$ cat src/hdl/itd_pkg.sv
// constants, register map and function codes of the input terminal decoder
package itd_pkg;
	// apb register byte offsets
	localparam logic [7:0] SEL_ONE_OFS   = 8'h00;
	localparam logic [7:0] SEL_TWO_OFS   = 8'h04;
	localparam logic [7:0] SEL_THREE_OFS = 8'h08;
	localparam logic [7:0] SEL_FOUR_OFS  = 8'h0C;
	localparam logic [7:0] SEL_FIVE_OFS  = 8'h10;
	localparam logic [7:0] SEL_SIX_OFS   = 8'h14;
	localparam logic [7:0] SEL_FAST_OFS  = 8'h18;
	localparam logic [7:0] SEL_SPARE_OFS = 8'h1C;
	localparam logic [7:0] CONFIG_OFS    = 8'h20;
	localparam logic [7:0] CONTROL_OFS   = 8'h24;
	localparam logic [7:0] STATUS_OFS    = 8'h28;
	localparam logic [7:0] LEVELS_OFS    = 8'h2C;
	localparam int SEL_COUNT = 8;
	localparam int TERM_COUNT = 7;
	localparam int CODE_W = 7;
	localparam logic [CODE_W-1:0] CODE_MAX = 7'h41;
	// default function codes
	localparam logic [CODE_W-1:0] DEF_ONE = 7'h01;
	localparam logic [CODE_W-1:0] DEF_TWO = 7'h02;
	localparam logic [CODE_W-1:0] DEF_THREE = 7'h04;
	localparam logic [CODE_W-1:0] DEF_FOUR = 7'h07;
	localparam logic [CODE_W-1:0] DEF_FIVE = 7'h08;
	localparam logic [CODE_W-1:0] DEF_SIX = 7'h00;
	localparam logic [CODE_W-1:0] DEF_FAST = 7'h2D;
	localparam logic [CODE_W-1:0] DEF_SPARE = 7'h00;
	localparam logic [CODE_W-1:0] ALT_ONE = 7'h3A;
	localparam logic [CODE_W-1:0] ALT_TWO = 7'h3B;
	localparam logic [CODE_W-1:0] ALT_THREE = 7'h3C;
	localparam logic [CODE_W-1:0] ALT_FOUR = 7'h3D;
	localparam logic [CODE_W-1:0] ALT_FIVE = 7'h3E;
	localparam logic [CODE_W-1:0] ALT_SIX = 7'h3F;
	// function codes
	localparam logic [CODE_W-1:0] FN_FWD = 7'h01;
	localparam logic [CODE_W-1:0] FN_REV = 7'h02;
	localparam logic [CODE_W-1:0] FN_THREE_WIRE = 7'h03;
	localparam logic [CODE_W-1:0] FN_JOG_FWD = 7'h04;
	localparam logic [CODE_W-1:0] FN_JOG_REV = 7'h05;
	localparam logic [CODE_W-1:0] FN_COAST = 7'h06;
	localparam logic [CODE_W-1:0] FN_RESET = 7'h07;
	localparam logic [CODE_W-1:0] FN_EXT_NO = 7'h08;
	localparam logic [CODE_W-1:0] FN_EXT_NC = 7'h09;
	localparam logic [CODE_W-1:0] FN_ESTOP = 7'h0A;
	localparam logic [CODE_W-1:0] FN_UP = 7'h0C;
	localparam logic [CODE_W-1:0] FN_DOWN = 7'h0D;
	localparam logic [CODE_W-1:0] FN_UPDN_CLR = 7'h0E;
	// config, control and status fields
	localparam logic [1:0] RUN_CH_TERMINAL = 2'h1;
	localparam logic [1:0] CTRL_MODE_ALT_A = 2'h2;
	localparam logic [1:0] CTRL_MODE_ALT_B = 2'h3;
	localparam int CFG_CTRL_MODE_LSB = 0;
	localparam int CFG_RUN_CH_LSB = 2;
	localparam int CFG_UPDN_SRC_BIT = 4;
	localparam int CFG_AUX_BIT = 5;
	localparam int CTL_LOAD_DEF_BIT = 0;
	localparam int STS_EXT_FAULT_BIT = 0;
	localparam logic [7:0] EXT_FAULT_CODE = 8'h13;
	localparam logic [31:0] CONFIG_RST = 32'h00000000;
	// debounce
	localparam int DEBOUNCE_US = 2000;
	localparam int CLK_MHZ = 10;
	localparam int DEBOUNCE_CYC = DEBOUNCE_US * CLK_MHZ;
	localparam int DB_CNT_W = 15;
endpackage : itd_pkg

$ cat src/hdl/itd_debounce.sv
// synchroniser and debouncer for one active-low terminal
`timescale 1ns/1ps
module itd_debounce
	import itd_pkg::*;
#(
	parameter int STABLE_CYC = DEBOUNCE_CYC
) (
	input  wire logic clk_sys,     // control clock
	input  wire logic rstn,        // sync reset, active low
	input  wire logic pinN,        // raw terminal, low when shorted to common
	output logic      active       // debounced active level
);
	logic                syncA_reg;
	logic                syncB_reg;
	logic [DB_CNT_W-1:0] cnt_reg;

	always_ff @(posedge clk_sys) begin
		if (!rstn) begin
			syncA_reg <= 1'b1;
			syncB_reg <= 1'b1;
		end else begin
			syncA_reg <= pinN;
			syncB_reg <= syncA_reg;
		end
	end

	// output follows only after a steady level for the whole window
	always_ff @(posedge clk_sys) begin
		if (!rstn) begin
			cnt_reg <= '0;
			active  <= 1'b0;
		end else if ((!syncB_reg) == active) begin
			cnt_reg <= '0;
		end else if (cnt_reg >= DB_CNT_W'(STABLE_CYC - 1)) begin
			cnt_reg <= '0;
			active  <= !syncB_reg;
		end else begin
			cnt_reg <= cnt_reg + 1'b1;
		end
	end
endmodule : itd_debounce

$ cat src/hdl/itd_decoder.sv
// input terminal function decoder with apb register file
`timescale 1ns/1ps
module itd_decoder
	import itd_pkg::*;
#(
	parameter int STABLE_CYC = DEBOUNCE_CYC
) (
	input  wire logic        clk_sys,        // control clock 10 MHz
	input  wire logic        rstn,           // sync reset, active low
	input  wire logic        psel,           // apb select
	input  wire logic        penable,        // apb access phase
	input  wire logic        pwrite,         // apb direction
	input  wire logic [7:0]  paddr,          // apb byte address
	input  wire logic [31:0] pwdata,         // apb write data
	output logic      [31:0] prdata,         // apb read data
	output logic             pready,         // apb ready
	output logic             pslverr,        // apb error
	input  wire logic [5:0]  terminalN,      // six terminals, low when shorted
	input  wire logic        fastTerminalN,  // fast pulse terminal as level
	output logic             forwardRunCmd,  // forward run
	output logic             reverseRunCmd,  // reverse run
	output logic             threeWireCtl,   // three-wire control input
	output logic             jogFwd,         // forward jog
	output logic             jogRev,         // reverse jog
	output logic             coastStop,      // coast stop request
	output logic             faultReset,     // fault reset request
	output logic             extFault,       // external equipment fault
	output logic [7:0]       extFaultCode,   // fault code while extFault
	output logic             emergencyStop,  // emergency stop request
	output logic             freqUp,         // frequency increment
	output logic             freqDown,       // frequency decrement
	output logic             updnClear       // clear up/down adjustment
);
	typedef enum logic [1:0] {ST_IDLE, ST_ACCESS} itd_apb_t;

	logic [CODE_W-1:0] sel_reg [SEL_COUNT];
	logic [CODE_W-1:0] def_next [SEL_COUNT];
	logic [31:0]       config_reg;
	logic              extFaultSticky_reg;
	logic [TERM_COUNT-1:0] termActive;
	logic [TERM_COUNT-1:0] termActive_reg;
	itd_apb_t          state_reg;
	logic              wrStrobe;
	logic [1:0]        ctrlMode;
	logic [1:0]        runCh;
	logic              updnSrc;
	logic              auxNonzero;
	logic              altMode;
	logic              runByTerminal;
	logic [2:0]        selIdx;
	logic              selHit;

	assign ctrlMode      = config_reg[CFG_CTRL_MODE_LSB +: 2];
	assign runCh         = config_reg[CFG_RUN_CH_LSB +: 2];
	assign updnSrc       = config_reg[CFG_UPDN_SRC_BIT];
	assign auxNonzero    = config_reg[CFG_AUX_BIT];
	assign altMode       = (ctrlMode == CTRL_MODE_ALT_A) || (ctrlMode == CTRL_MODE_ALT_B);
	assign runByTerminal = (runCh == RUN_CH_TERMINAL);

	// terminal conditioning
	genvar g;
	generate
		for (g = 0; g < TERM_COUNT; g++) begin : g_db
			itd_debounce #(.STABLE_CYC(STABLE_CYC)) u_db (
				.clk_sys (clk_sys),
				.rstn    (rstn),
				.pinN    ((g < 6) ? terminalN[g % 6] : fastTerminalN),
				.active  (termActive[g])
			);
		end
	endgenerate

	// defaults depend on live configuration
	always_comb begin
		def_next[0] = altMode ? ALT_ONE : DEF_ONE;
		def_next[1] = auxNonzero ? ALT_TWO : DEF_TWO;
		def_next[2] = altMode ? ALT_THREE : DEF_THREE;
		def_next[3] = altMode ? ALT_FOUR : DEF_FOUR;
		def_next[4] = altMode ? ALT_FIVE : DEF_FIVE;
		def_next[5] = altMode ? ALT_SIX : DEF_SIX;
		def_next[6] = DEF_FAST;
		def_next[7] = DEF_SPARE;
	end

	// apb: one wait-free access phase
	assign pready   = (state_reg == ST_ACCESS);
	assign selIdx   = paddr[4:2];
	assign selHit   = (paddr[7:5] == 3'h0) && (paddr[1:0] == 2'h0);
	assign wrStrobe = psel && penable && pwrite && pready;

	always_ff @(posedge clk_sys) begin
		if (!rstn) begin
			state_reg <= ST_IDLE;
		end else begin
			case (state_reg)
				ST_IDLE:   state_reg <= (psel && !penable) ? ST_ACCESS : ST_IDLE;
				ST_ACCESS: state_reg <= ST_IDLE;
				default:   state_reg <= ST_IDLE;
			endcase
		end
	end

	always_comb begin
		pslverr = 1'b0;
		if (pready && psel) begin
			if (!(selHit || paddr == CONFIG_OFS || paddr == CONTROL_OFS ||
			      paddr == STATUS_OFS || paddr == LEVELS_OFS)) begin
				pslverr = 1'b1;
			end else if (pwrite && selHit && pwdata > {25'h0, CODE_MAX}) begin
				pslverr = 1'b1;
			end
		end
	end

	// selectors: reset loads plain defaults, load-default follows live config
	always_ff @(posedge clk_sys) begin
		if (!rstn) begin
			sel_reg[0] <= DEF_ONE;
			sel_reg[1] <= DEF_TWO;
			sel_reg[2] <= DEF_THREE;
			sel_reg[3] <= DEF_FOUR;
			sel_reg[4] <= DEF_FIVE;
			sel_reg[5] <= DEF_SIX;
			sel_reg[6] <= DEF_FAST;
			sel_reg[7] <= DEF_SPARE;
		end else if (wrStrobe && paddr == CONTROL_OFS && pwdata[CTL_LOAD_DEF_BIT]) begin
			for (int i = 0; i < SEL_COUNT; i++) begin
				sel_reg[i] <= def_next[i];
			end
		end else if (wrStrobe && selHit && !pslverr && selIdx != 3'h7) begin
			sel_reg[selIdx] <= pwdata[CODE_W-1:0];
		end
	end

	always_ff @(posedge clk_sys) begin
		if (!rstn) begin
			config_reg <= CONFIG_RST;
		end else if (wrStrobe && paddr == CONFIG_OFS) begin
			config_reg <= {26'h0, pwdata[5:0]};
		end
	end

	// decode: any terminal with a matching code asserts the function; run and jog also need runByTerminal, up and down need updnSrc
	function automatic logic anyHit(input logic [CODE_W-1:0] code);
		logic hit;
		hit = 1'b0;
		for (int i = 0; i < TERM_COUNT; i++) begin
			hit = hit | (termActive[i] && sel_reg[i] == code);
		end
		return hit;
	endfunction : anyHit

	// nc contact: a configured terminal that is open signals the fault
	function automatic logic ncOpen();
		logic hit;
		hit = 1'b0;
		for (int i = 0; i < TERM_COUNT; i++) begin
			hit = hit | (!termActive[i] && sel_reg[i] == FN_EXT_NC);
		end
		return hit;
	endfunction : ncOpen

	always_ff @(posedge clk_sys) begin
		if (!rstn) begin
			forwardRunCmd <= 1'b0;
			reverseRunCmd <= 1'b0;
			jogFwd        <= 1'b0;
			jogRev        <= 1'b0;
		end else begin
			forwardRunCmd <= runByTerminal && anyHit(FN_FWD);
			reverseRunCmd <= runByTerminal && anyHit(FN_REV);
			jogFwd        <= runByTerminal && anyHit(FN_JOG_FWD);
			jogRev        <= runByTerminal && anyHit(FN_JOG_REV);
		end
	end

	always_ff @(posedge clk_sys) begin
		if (!rstn) begin
			threeWireCtl  <= 1'b0;
			coastStop     <= 1'b0;
			faultReset    <= 1'b0;
			emergencyStop <= 1'b0;
		end else begin
			threeWireCtl  <= anyHit(FN_THREE_WIRE);
			coastStop     <= anyHit(FN_COAST);
			faultReset    <= anyHit(FN_RESET);
			emergencyStop <= anyHit(FN_ESTOP);
		end
	end

	always_ff @(posedge clk_sys) begin
		if (!rstn) begin
			freqUp    <= 1'b0;
			freqDown  <= 1'b0;
			updnClear <= 1'b0;
		end else begin
			freqUp    <= updnSrc && anyHit(FN_UP);
			freqDown  <= updnSrc && anyHit(FN_DOWN);
			updnClear <= anyHit(FN_UPDN_CLR);
		end
	end

	// external fault latches until a reset request; a new fault wins
	always_ff @(posedge clk_sys) begin
		if (!rstn) begin
			extFaultSticky_reg <= 1'b0;
			extFault           <= 1'b0;
			extFaultCode       <= 8'h00;
		end else begin
			if (anyHit(FN_EXT_NO) || ncOpen()) begin
				extFaultSticky_reg <= 1'b1;
			end else if (faultReset) begin
				extFaultSticky_reg <= 1'b0;
			end
			extFault     <= extFaultSticky_reg;
			extFaultCode <= extFaultSticky_reg ? EXT_FAULT_CODE : 8'h00;
		end
	end

	always_ff @(posedge clk_sys) begin
		if (!rstn) begin
			termActive_reg <= '0;
		end else begin
			termActive_reg <= termActive;
		end
	end

	always_ff @(posedge clk_sys) begin
		if (!rstn) begin
			prdata <= 32'h00000000;
		end else if (psel && !penable && !pwrite) begin
			if (paddr[7:5] == 3'h0 && paddr[1:0] == 2'h0) begin
				prdata <= {25'h0, sel_reg[paddr[4:2]]};
			end else if (paddr == CONFIG_OFS) begin
				prdata <= config_reg;
			end else if (paddr == STATUS_OFS) begin
				prdata <= {23'h0, extFaultSticky_reg, extFaultCode};
			end else if (paddr == LEVELS_OFS) begin
				prdata <= {25'h0, termActive_reg};
			end else begin
				prdata <= 32'h00000000;
			end
		end
	end
endmodule : itd_decoder

$ cat config.mk
export PLATFORM = sky130hd
export DESIGN_NAME = itd_decoder
export DESIGN_NICKNAME = d
export VERILOG_FILES = /design/src/hdl/itd_pkg.sv /design/src/hdl/itd_debounce.sv /design/src/hdl/itd_decoder.sv
export SDC_FILE = /design/constraint.sdc
export NUM_CORES = 1
export LEC_CHECK = 0
export ABC_AREA = 1
export BUFFER_PORTS_ARGS = -buffer_cell sky130_fd_sc_hd__clkbuf_2
export CORE_MARGIN = 3
export CORE_UTILIZATION = 60
export DETAILED_ROUTE_END_ITERATION = 16
export PLACE_DENSITY = 0.82
export REMOVE_ABC_BUFFERS = 1
export SLEW_MARGIN = 5
export SYNTH_ARGS = -nofsm -noshare
export SYNTH_HDL_FRONTEND = slang
export SYNTH_SLANG_ARGS = --single-unit
$ cat constraint.sdc
create_clock -name clk_sys -period 2.45 [get_ports clk_sys]
set_input_delay 0.245 -clock clk_sys [delete_from_list [all_inputs] [get_ports clk_sys]]
set_output_delay 0.245 -clock clk_sys [all_outputs]
set_load 0.02 [all_outputs]
==> impl_metrics.ini <==
[pwr]
power_mw = 7.74
irDropWorstVdd_v = 0.000628
power.density_nw_per_um2 = 625
p_leak_nw = 5.01

[route]
drt-initial-drc-count = 673
wl_met1_um = 12000
drc = 0
met2_wirelength_um = 12700
wire_per_inst_um = 15.3
num_vias = 9878
top_layer_used = met4
firstDrtPassIters = 6
wl_met3_um = 1920
ant_nets = 0
vias_per_cell = 5.49
drt_wl_total_um = 27600

[sta]
fin_ws_ns = 0.297
setup_tns_ns = 0
min_period_over_period_pct = 87.9
whs_ns = 0.0117
worst_pin_slew_ns = 0.721
rsz0062_at_grt = false
final-max-slew-violation-count = 0
finalSetupViolCount = 0
finalCriticalPeriod_ns = 2.15
maxSlewHeadroom_pct = 51.5
finalHoldViolCount = 0
clock_skew_ns = 0.0148
max_freq_ghz = 0.465

[synthesis]
synth.area.top_cells = dfxtp_1, edfxtp_1, nand2_1
syn_area_um2 = 11000
ys_seq_area_share_pct = 44.8
synth_edf_count = 56
synth_compound_area_share_pct = 7.08
synthFlopType = dfxtp_1
ys_seq_elements = 217
synth_top_area_share_pct = 29.4
netlist_instances = 1456
async_flop_share_pct = 0
synth_top_family_by_area = simple AND/OR/NAND/NOR gates
yosysTopAreaCell = dfxtp_1
synth_adder_area_share_pct = 0.799
yosys.area_share.simple_pct = 31.8
yosysWarnings = 0
synth.avg_cell_area_um2 = 7.52
synth.distinct_cells = 50
synth_mux_area_share_pct = 0
synth_xor_area_share_pct = 5.28

[clock_network]
cts_tree = built
post_cts_buffers = 0
cts_sinks = 217
postCtsResizedCells = 0
clock_path_buffers = 3
htree_levels = 1
clock_latency_ns = 0.51
clk_pin_slew_ns = 0.07
root_buffer = clkbuf_16
numCtsBuffers = 23

[global_routing]
grt-ovfl-total = 0
grt_first_pass_wirelength_um = 44400
grt_max_degree = 28
grt_antenna_before_repair = 0
grt_pass1_vias = 9197
grt_use_total_pct = 27.2

[worst_setup_path]
required_ns = 2.64
cp_max_fo = 12
cp-start-kind = input pin
r2r_cells = 11
path_class = input pin to register
worstPathArrival_ns = 2.34
end_kind = register

[layout]
nets = 1616
flow.area_growth_from_synthesis_pct = 13.0
final_area_um2 = 12400
layout-drive-gt1-share_pct = 10.9
multi_input_area_um2 = 5070
num_antenna_cells = 0
utilization_pct = 70.4
stdcell_count = 1798
regArea_um2 = 4900
nFillCells = 1437
largest_register_ffs = 105

[placed_design]
pre_cts_ws_ns = 0.263
portBuffers = 76
placed_cells = 1749
place.gp.congestion = 1.01
placed_area_um2 = 11500
place_hpwl_um = 20900

[floorplan]
die_x_um = 141
die_area_um2 = 19900
ios = 106
placementRows = 48
dieHeight_um = 141
coreArea_um2 = 17600
start_util_pct = 62.3

[min_path]
hold_path_depth = 3
hold_path_class = input pin to register

[status]
outcome = complete, no violations

[flow_run]
maxCapViolCount = 0
synthesized netlist by cell type, drive strengths merged, types with 20 or more instances:
master,instances
xnor2,20
nor2,240
or2,20
nand3,87
a21oi,49
nand2,261
o21ai,40
nand4,70
buf,48
xor2,46
edfxtp,56
dfxtp,161
nor3,55
inv,196
area by class of cell:
cell class	count	share of cell area, %
Tap cell	225	2.27
Timing Repair Buffer	103	4.87
Clock buffer	31	5.31
Multi-Input combinational cell	1015	40.9
Sequential cell	217	39.6
Inverter	197	5.97
Clock inverter	10	1.05
where the power goes:
part,switching [mW],leakage [nW],internal (mW)
clock network,1.40,0.393,2.20
registers,0.0382,1.84,3.72
logic,0.269,2.77,0.114
total,1.70,5.01,6.04
placed cells by master, fill, tap and decap left out, types with 3 or more instances in the layout:
cell,n
a211oi_1,3
a21oi_1,49
a22oi_1,8
a31oi_1,5
buf_4,19
bufinv_16,3
clkbuf_1,4
clkbuf_16,24
clkbuf_2,76
clkbuf_8,3
clkinv_2,5
conb_1,36
dfxtp_1,161
dlygate4sd3_1,8
edfxtp_1,56
ha_1,7
inv_1,192
inv_2,4
nand2_1,255
nand2_2,6
nand3_1,84
nand3_2,3
nand3b_1,14
nand4_1,69
nor2_1,236
nor2_2,3
nor3_1,53
nor3b_1,5
nor4_1,18
o211ai_1,5
o21a_1,6
o21ai_0,38
o22ai_1,8
or2_2,18
xnor2_1,20
xor2_1,46
final timing paths:
| check | start | slack, ns | end |
|---|---|---|---|
| min | psel | 0.01 | state_reg[0] |
| min reg2reg | g_db[6].u_db.syncA_reg | 0.41 | g_db[6].u_db.syncB_reg |
| max | penable | 0.30 | sel_reg[6][0] |
| max reg2reg | state_reg[0] | 0.32 | sel_reg[6][0] |
kinds of logic (layout without fill, tap and decap cells):
group,after synthesis,count (layout)
other,1,36
and+or+nand+nor,772,772
AOI/OAI and AO/OA,134,134
xor gates and xnor gates,66,66
buffers and inverters,259,341
DFF,217,217
adders and majority gates,7,7
worst max-delay path, cell delays in order:
cell	delay [ns]
dlygate4sd3_1	0.55
clkbuf_2	0.14
nand3_1	0.12
inv_1	0.10
nand3_2	0.09
nand2_2	0.17
nor2_4	0.19
nand2_1	0.10
inv_2	0.20
nand2_1	0.16
nand2_1	0.27
repair_timing:
item / in CTS / in global routing
hold endpoints to repair: 8 / 0
hold buffers: 8 / 0
endpoints found under the setup margin: 0 / 0
metal layers:
layer  vias to the layer above  global-route usage (%)
li1                       4906                       -
met4                         0                    9.89
met2                       382                    45.1
met5                         -                       0
met1                      4511                    36.4
met3                        79                    3.87
No activity file was read; power rests on OpenSTA's default activity.
